`src/rtl/sysctrl_defines.vh`:
```
// Constants for the system-control register bank: offsets, masks, resets.
// Assumes a byte-addressed register port with word-aligned offsets.
`ifndef SYSCTRL_DEFINES_VH
`define SYSCTRL_DEFINES_VH

`define AW            7
`define OFS_IRQ_CLR   7'h00
`define OFS_IRQ_SET   7'h04
`define OFS_LOOP_VAL  7'h28
`define OFS_LOOP_MUL  7'h2c
`define OFS_LOOP_SYNC 7'h30
`define OFS_SUP_MON   7'h34
`define OFS_REGULATOR 7'h3c
`define OFS_VREF      7'h40

`define MSK_IRQ_EN    12'hfff
`define MSK_LOOP_VAL  32'hffffffff
`define MSK_LOOP_MUL  32'hffffffff
`define MSK_SUP_MON   32'h003ff35e
`define MSK_REGULATOR 32'h00002040
`define MSK_VREF      32'h07ff0003
`define MSK_BE_16     4'h3
`define MSK_BE_8      4'h1

`define RST_IRQ_EN    12'h000
`define RST_WORD      32'h00000000
`define RST_HALF      16'h0000

`define IRQ_N         12
`define BIT_LOOP_RDY  4
`define BIT_READ_REQ  7

// The 16 ns sync step spans 4 cycles of the 4 ns clock, counted down.
`define SYNC_CYC      3'h4
`define CNT_W         3
`define CNT_ZERO      3'h0
`define CNT_ONE       3'h1

`endif

```
`src/rtl/sysctrl_regs.v`:
```
// System-control register bank: interrupt enables, loop value and
// multiplier, read-sync request, supply monitor, regulator, reference.
// Assumes one requester that holds its request until ready_o pulses,
// and flag/status inputs that come from other clock domains.
//
// Function
// RL1: Accept 8, 16 and 32 bit accesses to 8, 16, 32 bit registers.
// RL2: Byte enables touch single bytes or halves, other bytes untouched.
// RL3: Only synchronized registers stall the bus for a sync step.
// RL4: Write-protectable registers ignore writes while protection is on.
// RL5: Enable clear register at offset zero, resets zero; zeros change nothing.
// RL6: Writing one to a clear bit disables that interrupt source.
// RL7: Enabled set flag raises a request; disabled flag raises none.
// RL8: Bits 11..8 supply monitor and loop stop; 7..0 loop and oscillators.
// RL9: Reading either enable register returns the shared enable state.
// RL10: Set register at offset four writes ones into the same enables.
// RL11: Loop ready source fires on rising edge of loop ready status.
// RL12: Reserved bits and offsets read zero and ignore writes.
`timescale 1ns/100ps
`include "sysctrl_defines.vh"

module sysctrl_regs
(
  input  wire        mclk_i,
  input  wire        arst_n_i,
  input  wire        sel_i,
  input  wire        we_i,
  input  wire [6:0]  addr_i,
  input  wire [3:0]  be_i,
  input  wire [31:0] wdata_i,
  input  wire        wprot_i,
  input  wire [11:0] irq_flag_i,
  input  wire        loop_ready_i,
  output reg  [31:0] rdata_o,
  output reg         ready_o,
  output reg         irq_o,
  output reg  [31:0] loop_value_o,
  output reg  [31:0] loop_multiplier_o,
  output reg  [31:0] supply_monitor_ctrl_o,
  output reg  [15:0] regulator_ctrl_o,
  output reg  [31:0] voltage_reference_ctrl_o
);

  localparam ST_IDLE = 1'b0;
  localparam ST_WAIT = 1'b1;

  reg  [11:0]        flag_meta_ff;
  reg  [11:0]        flag_ff;
  reg                lrdy_meta_ff;
  reg                lrdy_ff;
  reg                lrdy_dly_ff;
  reg  [11:0]        irq_en_ff;
  reg                state_ff;
  reg  [`CNT_W-1:0]  loop_cnt_ff;
  reg  [`CNT_W-1:0]  sup_cnt_ff;
  reg                loop_rd_ok_ff;
  reg                nxt_state;
  reg                nxt_ready;
  reg  [31:0]        nxt_rdata;
  reg  [11:0]        nxt_irq_en;
  reg  [`CNT_W-1:0]  nxt_loop_cnt;
  reg  [`CNT_W-1:0]  nxt_sup_cnt;
  reg                nxt_loop_rd_ok;
  reg  [31:0]        nxt_loop_val;
  reg  [31:0]        nxt_loop_mul;
  reg  [31:0]        nxt_sup_mon;
  reg  [15:0]        nxt_regulator;
  reg  [31:0]        nxt_vref;
  reg  [11:0]        src;
  reg                take;
  reg                wr;
  reg                rd;
  reg                stall;
  reg  [31:0]        dat;
  reg  [31:0]        reg_word;
  wire [31:0]        bmask;
  wire [31:0]        en_word;
  wire               loop_reg;
  wire               sup_busy;
  wire               loop_busy;

  // Expands byte enables into a bit mask, limited by the register width.
  function [31:0] lanes;
    input [3:0] be;
    input [3:0] width_be;
    reg   [3:0] b;
    begin
      b = be & width_be;
      lanes = {{8{b[3]}}, {8{b[2]}}, {8{b[1]}}, {8{b[0]}}};
    end
  endfunction

  // Merges written lanes into a register, keeping reserved bits at zero.
  function [31:0] merge;
    input [31:0] old;
    input [31:0] wd;
    input [31:0] lane;
    input [31:0] fmask;
    begin
      merge = ((old & ~lane) | (wd & lane)) & fmask;
    end
  endfunction

  assign bmask     = lanes(be_i, 4'hf); // RL1
  assign en_word   = {20'h00000, irq_en_ff}; // RL9
  assign loop_reg  = (addr_i == `OFS_LOOP_VAL) |
                     (addr_i == `OFS_LOOP_MUL);
  assign sup_busy  = (sup_cnt_ff != `CNT_ZERO);
  assign loop_busy = (loop_cnt_ff != `CNT_ZERO);

  always @*
  begin
    take           = sel_i & ~ready_o;
    wr             = 1'b0;
    rd             = 1'b0;
    stall          = 1'b0;
    dat            = `RST_WORD;
    reg_word       = `RST_WORD;
    nxt_state      = state_ff;
    nxt_ready      = 1'b0;
    nxt_rdata      = rdata_o;
    nxt_irq_en     = irq_en_ff;
    nxt_loop_cnt   = loop_busy ? loop_cnt_ff - `CNT_ONE : loop_cnt_ff;
    nxt_sup_cnt    = sup_busy ? sup_cnt_ff - `CNT_ONE : sup_cnt_ff;
    nxt_loop_rd_ok = loop_rd_ok_ff;
    nxt_loop_val   = loop_value_o;
    nxt_loop_mul   = loop_multiplier_o;
    nxt_sup_mon    = supply_monitor_ctrl_o;
    nxt_regulator  = regulator_ctrl_o;
    nxt_vref       = voltage_reference_ctrl_o;
    src            = flag_ff;
    // Loop ready requests only on its rising edge, not on the level.
    src[`BIT_LOOP_RDY] = lrdy_ff & ~lrdy_dly_ff; // RL11
    if (loop_cnt_ff == `CNT_ONE)
      nxt_loop_rd_ok = 1'b1;
    if (take)
    begin
      // Supply monitor access while its write sync runs must wait.
      if ((addr_i == `OFS_SUP_MON) & sup_busy)
        stall = 1'b1; // RL3
      // Loop reads wait for a read sync unless one already finished.
      if (loop_reg & ~we_i & lrdy_ff & (~loop_rd_ok_ff | loop_busy))
      begin
        stall = 1'b1; // RL3
        if (~loop_busy & ~loop_rd_ok_ff)
          nxt_loop_cnt = `SYNC_CYC;
      end
      nxt_state = stall ? ST_WAIT : ST_IDLE;
      wr        = we_i & ~stall;
      rd        = ~we_i & ~stall;
      nxt_ready = ~stall;
    end
    if (wr & ~wprot_i) // RL4
    begin
      case (addr_i)
        `OFS_IRQ_CLR:
          nxt_irq_en = irq_en_ff &
                       ~(wdata_i[11:0] & bmask[11:0]); // RL5 RL6
        `OFS_IRQ_SET:
          nxt_irq_en = irq_en_ff |
                       (wdata_i[11:0] & bmask[11:0]); // RL10
        `OFS_LOOP_VAL:
          if (lrdy_ff)
          begin
            nxt_loop_val   = merge(loop_value_o, wdata_i, bmask,
                                   `MSK_LOOP_VAL); // RL2
            nxt_loop_rd_ok = 1'b0;
          end
        `OFS_LOOP_MUL:
          if (lrdy_ff)
          begin
            nxt_loop_mul   = merge(loop_multiplier_o, wdata_i, bmask,
                                   `MSK_LOOP_MUL); // RL2
            nxt_loop_rd_ok = 1'b0;
          end
        `OFS_SUP_MON:
        begin
          nxt_sup_mon = merge(supply_monitor_ctrl_o, wdata_i, bmask,
                              `MSK_SUP_MON); // RL2
          nxt_sup_cnt = `SYNC_CYC; // RL3
        end
        `OFS_REGULATOR:
        begin
          // Only lanes 0 and 1 exist; the upper half is cut on purpose.
          reg_word      = merge({16'h0000, regulator_ctrl_o}, wdata_i,
                                lanes(be_i, `MSK_BE_16),
                                `MSK_REGULATOR); // RL2
          nxt_regulator = reg_word[15:0];
        end
        `OFS_VREF:
          nxt_vref = merge(voltage_reference_ctrl_o, wdata_i, bmask,
                           `MSK_VREF); // RL2
        default:
          nxt_state = ST_IDLE; // RL12
      endcase
    end
    // The read sync request is not under write protection.
    if (wr & (addr_i == `OFS_LOOP_SYNC) & be_i[0] &
        wdata_i[`BIT_READ_REQ] & ~loop_busy)
    begin
      nxt_loop_cnt   = `SYNC_CYC; // RL3
      nxt_loop_rd_ok = 1'b0;
    end
    if (rd)
    begin
      case (addr_i)
        `OFS_IRQ_CLR:   dat = en_word; // RL9
        `OFS_IRQ_SET:   dat = en_word; // RL10
        `OFS_LOOP_VAL:  dat = loop_value_o;
        `OFS_LOOP_MUL:  dat = loop_multiplier_o;
        `OFS_SUP_MON:   dat = supply_monitor_ctrl_o;
        `OFS_REGULATOR: dat = {16'h0000, regulator_ctrl_o};
        `OFS_VREF:      dat = voltage_reference_ctrl_o;
        default:        dat = `RST_WORD; // RL12
      endcase
      nxt_rdata = dat & bmask; // RL2
    end
    else if (take)
      nxt_rdata = `RST_WORD;
  end

  // Flag and status pins come from other clock domains: two flops each,
  // with the second flop feeding the logic; loop ready adds a third flop for edge detection.
  always @(posedge mclk_i or negedge arst_n_i)
  begin
    if (!arst_n_i)
    begin
      flag_meta_ff <= `RST_IRQ_EN;
      flag_ff      <= `RST_IRQ_EN;
      lrdy_meta_ff <= 1'b0;
      lrdy_ff      <= 1'b0;
      lrdy_dly_ff  <= 1'b0;
    end
    else
    begin
      flag_meta_ff <= irq_flag_i;
      flag_ff      <= flag_meta_ff;
      lrdy_meta_ff <= loop_ready_i;
      lrdy_ff      <= lrdy_meta_ff;
      lrdy_dly_ff  <= lrdy_ff;
    end
  end

  always @(posedge mclk_i or negedge arst_n_i)
  begin
    if (!arst_n_i)
    begin
      irq_en_ff                <= `RST_IRQ_EN; // RL5
      state_ff                 <= ST_IDLE;
      loop_cnt_ff              <= `CNT_ZERO;
      sup_cnt_ff               <= `CNT_ZERO;
      loop_rd_ok_ff            <= 1'b0;
      rdata_o                  <= `RST_WORD;
      ready_o                  <= 1'b0;
      irq_o                    <= 1'b0;
      loop_value_o             <= `RST_WORD;
      loop_multiplier_o        <= `RST_WORD;
      supply_monitor_ctrl_o    <= `RST_WORD;
      regulator_ctrl_o         <= `RST_HALF;
      voltage_reference_ctrl_o <= `RST_WORD;
    end
    else
    begin
      irq_en_ff                <= nxt_irq_en & `MSK_IRQ_EN; // RL8
      state_ff                 <= nxt_state;
      loop_cnt_ff              <= nxt_loop_cnt;
      sup_cnt_ff               <= nxt_sup_cnt;
      loop_rd_ok_ff            <= nxt_loop_rd_ok;
      rdata_o                  <= nxt_rdata;
      ready_o                  <= nxt_ready;
      // Registered so the request pin is glitch free, at one cycle of delay.
      irq_o                    <= |(src & irq_en_ff); // RL7
      loop_value_o             <= nxt_loop_val;
      loop_multiplier_o        <= nxt_loop_mul;
      supply_monitor_ctrl_o    <= nxt_sup_mon;
      regulator_ctrl_o         <= nxt_regulator;
      voltage_reference_ctrl_o <= nxt_vref;
    end
  end

endmodule // sysctrl_regs

```
`config.mk`:
```
export PLATFORM = sky130hd
export DESIGN_NAME = sysctrl_regs
export DESIGN_NICKNAME = d
export VERILOG_FILES = /design/src/rtl/sysctrl_regs.v
export VERILOG_INCLUDE_DIRS = /design/src /design/src/rtl
export SDC_FILE = /design/constraint.sdc
export NUM_CORES = 1
export LEC_CHECK = 0
export ABC_AREA = 0
export BUFFER_PORTS_ARGS = -buffer_cell sky130_fd_sc_hd__buf_2
export CAP_MARGIN = 20
export CORE_MARGIN = 2
export CORE_UTILIZATION = 44
export CTS_BUF_LIST = sky130_fd_sc_hd__clkbuf_4 sky130_fd_sc_hd__clkbuf_8
export CTS_CLUSTER_DIAMETER = 80
export DETAILED_ROUTE_END_ITERATION = 10
export PLACE_DENSITY_LB_ADDON = 0.05
export SLEW_MARGIN = 15
export SYNTH_ARGS = -nofsm -noshare
export SYNTH_HDL_FRONTEND = slang
export SYNTH_SLANG_ARGS = --single-unit
export TNS_END_PERCENT = 20
```
`constraint.sdc`:
```
create_clock -name mclk_i -period 4.49 [get_ports mclk_i]
set_input_delay 0.6735 -clock mclk_i [delete_from_list [all_inputs] [get_ports mclk_i]]
set_output_delay 0.6735 -clock mclk_i [all_outputs]
set_load 0.01 [all_outputs]
```
# Word-level counts from Yosys, hierarchy flattened
# Cells that the tools add are included.
classes:
  n_addsub: 2
  mul: 0
  div_mod_pow: 0
  order_cmp: 0
  n_eq_ne: 8
  n_shift: 0
  muxes: 24
  bitwise: 43
  reduce_logical: 14
ops:
  columns: ["cell", "count"]
  rows:
  - ["32-bit one-hot mux with 6 select lines", 1]
  - ["32-bit bitwise AND", 4]
  - ["32-bit 2-to-1 mux", 3]
  - ["32-bit bitwise OR", 2]
  - ["12-bit bitwise AND", 3]
  - ["7-bit by 6-bit equality test with 1-bit output, second input constant", 5]
  - ["32-bit NOT", 1]
  - ["14-bit bitwise AND", 2]
  - ["27-bit bitwise AND", 1]
  - ["27-bit bitwise OR", 1]
  - ["3-bit 2-to-1 mux", 8]
  - ["12-bit one-hot mux with 2 select lines", 1]
  - ["22-bit bitwise AND", 1]
  - ["22-bit bitwise OR", 1]
  - ["1-bit bitwise AND", 14]
  - ["14-bit NOT", 1]
  - ["14-bit bitwise OR", 1]
  - ["12-bit NOT", 1]
  - ["12-bit bitwise OR", 1]
  - ["12-bit OR reduction", 1]
  - ["1-bit 2-to-1 mux", 11]
  - ["2-bit AND reduction", 4]
  - ["7-bit by 3-bit equality test with 1-bit output, second input constant", 1]
  - ["7-bit equality test, second input constant", 1]
  - ["9 further kinds", 21]
totals:
  ff_bits: 176
  latchBits: 0
  ramBits: 0
  romBits: 0
  in_bits: 61
  n_memories: 0

# Logic depth before layout (Yosys ltp)
depth:
  depth_word: 15
  depth_mapped: 8

# Worst setup path before layout
# OpenSTA, ideal clock, no wires.
synth_path:
  path_type: "input-to-reg"
  from: "input addr_i[6]"
  to: "register with a tool-made name"
  setup_ns: 0.125
  arrival_time_ns: 2.452
  required_ns: 4.365
  setup_slack_ns: 1.913
  stages: 7
  path_cell_list: "buf_6 -> or4b_4 -> o41ai_4 -> nor2_2 -> and3_4 -> buf_6 -> mux2_4"
synth_lines:
  columns: ["element", "line", "source"]
  rows:
  - ["from (decl)", "sysctrl_regs.v:28", "input wire [6:0] addr_i,"]

# Worst setup path after layout
layout_path:
  from: "register loop_cnt_ff[0]"
  to: "register rdata_o[7]"
layout_between:
  elab_chain_len: 9
  word_cells_on_any_way: 10
  cone_classes: "mux: 4; bitwise: 4; reduce/logical: 2"
layout_rtl:
  columns: ["element", "line", "source"]
  rows:
  - ["from (decl)", "sysctrl_regs.v:54", "reg [`CNT_W-1:0] loop_cnt_ff;"]
  - ["from (signal assigned)", "sysctrl_regs.v:250", "loop_cnt_ff <= `CNT_ZERO;"]
  - ["from (signal assigned)", "sysctrl_regs.v:266", "loop_cnt_ff <= nxt_loop_cnt;"]
  - ["3-bit nonzero test (no source line) *", null, null]
  - ["1-bit bitwise OR *", "sysctrl_regs.v:142", "if (loop_reg & ~we_i & lrdy_ff & (~loop_rd_ok_ff | loop_busy))"]
  - ["1-bit bitwise AND *", "sysctrl_regs.v:142", null]
  - ["1-bit 2-to-1 mux *", "sysctrl_regs.v:142", null]
  - ["1-bit 2-to-1 mux *", "sysctrl_regs.v:136", "if (take)"]
  - ["1-bit NOT *", "sysctrl_regs.v:150", "rd = ~we_i & ~stall;"]
  - ["1-bit bitwise AND *", "sysctrl_regs.v:150", null]
  - ["1-bit 2-to-1 mux *", "sysctrl_regs.v:136", null]
  - ["32-bit 2-to-1 mux or 2-bit nonzero test (tied branches)", null, null]
  - ["to (signal assigned)", "sysctrl_regs.v:253", "rdata_o <= `RST_WORD;"]
  - ["to (signal assigned)", "sysctrl_regs.v:269", "rdata_o <= nxt_rdata;"]
  - ["to (decl)", "sysctrl_regs.v:34", "output reg [31:0] rdata_o,"]
# Mark *: on every way between the ends. The rest lies on a longest branch, timed or not. The select of a mux whose other input is x is not followed.
# A chain may end at the register's enable or synchronous reset.

==> results.rst <==
.. list-table::
   :header-rows: 1

   * - Metric
     - Value
   * - Endpoint required time on the critical path
     - 4850 ps
   * - Type of the worst min-delay path
     - input pin to async pin
   * - Die H
     - 137 µm
   * - Final Skew
     - 11.6 ps
   * - # Max-Cap Violations
     - 0
   * - Fraction of the cycle the final worst path needs
     - 62.6%
   * - Buffers added on ports
     - 189
   * - HPWL after detailed placement
     - 14000 µm
   * - Per-instance average area after synthesis
     - 12.8 µm²
   * - Max rail drop VDD
     - 0.192 mV
   * - Count of flip-flops with a built-in enable after synthesis
     - 0
   * - Final critical delay including setup and external delays
     - 2810 ps
   * - Critical Path Max Stage Delay
     - 780 ps
   * - Max Transition Viols Final
     - 0
   * - Number of standard cells after synthesis
     - 609
   * - Routed WL
     - 19900 µm
   * - Number of gates resized after cts
     - 0
   * - Clock Sinks
     - 174
   * - Vias in the first global route
     - 5416
   * - Hold bufs inserted after CTS
     - 0
   * - List of cells traversed by the critical path
     - inv_1 -> ha_1 -> nor2b_1 -> nand2_1 -> a2111oi_2 -> nand2_1 -> o21ai_0
   * - Fraction of final layout cells sized beyond drive strength 1
     - 46.6%
   * - Post-CTS clock slew at the launch and capture registers of the worst setup and hold paths
     - 100 ps
   * - Number of DRC violations after detailed routing
     - 0
   * - Endpoint type of the worst setup path
     - flop
   * - Buffer and inverter count on the worst path
     - 1
   * - Fmax achieved
     - 356 MHz
   * - IO Count
     - 239
   * - Total standard cell area after synthesis
     - 0.00778 mm²
   * - Inserted Clock Buffers
     - 17
   * - Placed instance count
     - 1001
   * - Number of vias in the routed layout
     - 5402
   * - Initial cell density of the core
     - 45.0%
   * - Standard cell area after detailed placement
     - 0.00877 mm²
   * - Sequential fraction of the synthesis area
     - 55.9%
   * - Highest-count cells in the layout ignoring fill and taps
     - sky130_fd_sc_hd__buf_2, sky130_fd_sc_hd__dfrtp_1, sky130_fd_sc_hd__mux2_2, sky130_fd_sc_hd__nand2_1, sky130_fd_sc_hd__conb_1
   * - Final RePlAce weighted congestion
     - 0.777
   * - Layout Cells excl Fill
     - 1035
   * - Clock tree from TritonCTS
     - done
   * - Setup-failing EPs final
     - 0
   * - Data arrival time of the critical path
     - 3180 ps
   * - Path depth of the worst reg2reg path
     - 7
   * - Average routed wire per standard cell
     - 19.2 µm
   * - Number of nets with antenna violations after detailed routing
     - 0
   * - Total negative setup slack
     - 0 ps
   * - Root Buffer
     - sky130_fd_sc_hd__clkbuf_8
   * - Final design instance area without fill
     - 0.00918 mm²
   * - Proportion of synthesized flip-flops having asynchronous set or reset
     - 100%
   * - Count of synthesis-stage warnings from yosys
     - 0
   * - RSZ-0062 raised after global routing
     - no
   * - FP Rows
     - 48
   * - Distinct cell type count of the synthesized netlist
     - 53
   * - Cell with the largest stage delay on the worst path
     - sky130_fd_sc_hd__a2111oi_2
   * - Cell family contributing the most delay on the critical path
     - compound AO/OA/AOI/OAI gates
   * - Maximum number of pins on one net before global-route repair
     - 113
   * - H-tree level count
     - 4
   * - Pre-antenna DRT Iters
     - 7
   * - Total global routing track utilization
     - 21.5%
   * - Clock latency at the later pin of the worst-skew pair
     - 460 ps
   * - Detail-routed via count per cell
     - 5.22
   * - Iter 0 DRT Violations
     - 287
   * - Startpoint-to-endpoint class of the critical path
     - flop to flop
   * - Predominant post-synthesis flop cell
     - sky130_fd_sc_hd__dfrtp_1
   * - Post-layout net count
     - 863
   * - Leakage
     - 4.90 nW
   * - R2r startpoint
     - loop_cnt_ff[0]
   * - Relative slew margins
     - 37.5%
   * - Cell count along the critical path
     - 7
   * - Global-route wire length before repair
     - 30100 µm
   * - Dominant cell type by count on the critical path
     - sky130_fd_sc_hd__nand2_1
   * - Startpoint type of the worst setup path
     - flop
   * - Core ar.
     - 0.0173 mm²
   * - Setup Buffers After CTS
     - 0
   * - Maximum net fanout on the critical path
     - 8
   * - Run status
     - finished clean
   * - Die area
     - 0.0188 mm²
   * - Worst-case clock buffer depth
     - 2
   * - Antenna violations before repair
     - 1
   * - Actual slew at the worst max-slew pin
     - 929 ps
   * - Commonest non-fill, non-tap cell in the layout
     - sky130_fd_sc_hd__buf_2
   * - Final Hold Fails
     - 0
   * - Power per cell area
     - 324 mW/mm²
   * - First element of the critical path
     - loop_cnt_ff[0]
   * - Area added between synthesis and finish
     - 17.9%
   * - Worst hold slack
     - 72.3 ps
   * - Count of state elements after synthesis
     - 174
   * - GRT overflow
     - 0
   * - Die span in x
     - 137 µm
==> power by group <==
| part | total [W] | switching (W) | internal [W] | leakage [nW] |
|---|---|---|---|---|
| sequential | 0.00164 | 0.0000249 | 0.00161 | 2.35 |
| clock | 0.00103 | 0.000616 | 0.000417 | 0.180 |
| combinational | 0.000306 | 0.000199 | 0.000107 | 2.36 |
| total | 0.00297 | 0.000840 | 0.00213 | 4.90 |
==> worst paths after layout <==
| check | endpoint | slack [ps] |
|---|---|---|
| max | rdata_o[7] | 1680 |
| min | sup_cnt_ff[2] | 70 |
| max reg2reg | rdata_o[7] | 1680 |
| min reg2reg | flag_ff[2] | 360 |
| max in group asynchronous | async pin | 3330 |
| min in group mclk_i | flag_meta_ff[8] | 320 |
==> metal layers <==
| metal | wire, µm | track usage, % |
|---|---|---|
| met1 | 8910 | 29.6 |
| met2 | 9600 | 33.8 |
| met3 | 1120 | 4.74 |
| met4 | 278 | 7.10 |
| met5 | 0 | 0 |
==> logic make-up (layout without fill, tap and decap cells) <==
kind of cell / after synthesis / in the layout / synth area share, %
AOI/OAI and AO/OA: 82 / 82 / 7.52
xor gates and xnor gates: 2 / 2 / 0.225
adders and majority gates: 6 / 6 / 0.964
buffers and inverters: 85 / 238 / 6.72
DFF: 174 / 174 / 55.9
muxes: 141 / 141 / 20.7
other: 1 / 49 / 0.0482
and+or+nand+nor: 118 / 118 / 7.88
==> cells in the mapped netlist (all sizes together), types with 2 or more instances <==
| library cell | n | area (µm²) |
|---|---|---|
| and4 | 4 | 37.5 |
| nor3 | 3 | 26.3 |
| a222oi | 12 | 120 |
| o21ai | 33 | 165 |
| and2 | 5 | 31.3 |
| buf | 59 | 425 |
| nand2 | 60 | 225 |
| mux2i | 5 | 50.1 |
| nand2b | 4 | 25.0 |
| ha | 6 | 75.1 |
| nor2 | 12 | 47.6 |
| nand3 | 4 | 20.0 |
| a221oi | 2 | 17.5 |
| nand4 | 9 | 68.8 |
| mux2 | 136 | 1560 |
| nor2b | 5 | 31.3 |
| and3 | 6 | 42.5 |
| a22o | 2 | 17.5 |
| clkbuf | 16 | 60.1 |
| inv | 10 | 37.5 |
| a22oi | 15 | 113 |
| a21oi | 9 | 48.8 |
| dfrtp | 174 | 4350 |
==> final cells by class <==
class	count	area, µm²
clock buffers	18	248
well taps	225	282
fillers	1550	8120
flip-flops and latches	174	4350
diodes	1	2.50
inverters	10	37.5
clock inverters	14	124
multi-input cells	397	3090
repair buffers	196	1040
==> worst reg2reg max path: stages, from the launching register on <==
cell                        delay (ps)
sky130_fd_sc_hd__dfrtp_1           390
sky130_fd_sc_hd__inv_1             120
sky130_fd_sc_hd__ha_1              180
sky130_fd_sc_hd__nor2b_1           440
sky130_fd_sc_hd__nand2_1           130
sky130_fd_sc_hd__a2111oi_2         780
sky130_fd_sc_hd__nand2_1           410
sky130_fd_sc_hd__o21ai_0           280
==> stage by stage <==
step	utilization (%)	worst slack, ps	power [W]
CTS	52.9	1640	0.00301
finish	53.0	1680	0.00297
global route	53.0	1360	0.00312
global placement	50.7	1280	0.00195
detailed placement	50.7	1260	0.00197
floorplan	-	1910	0.00188
Power figures use the tool's default switching activity.
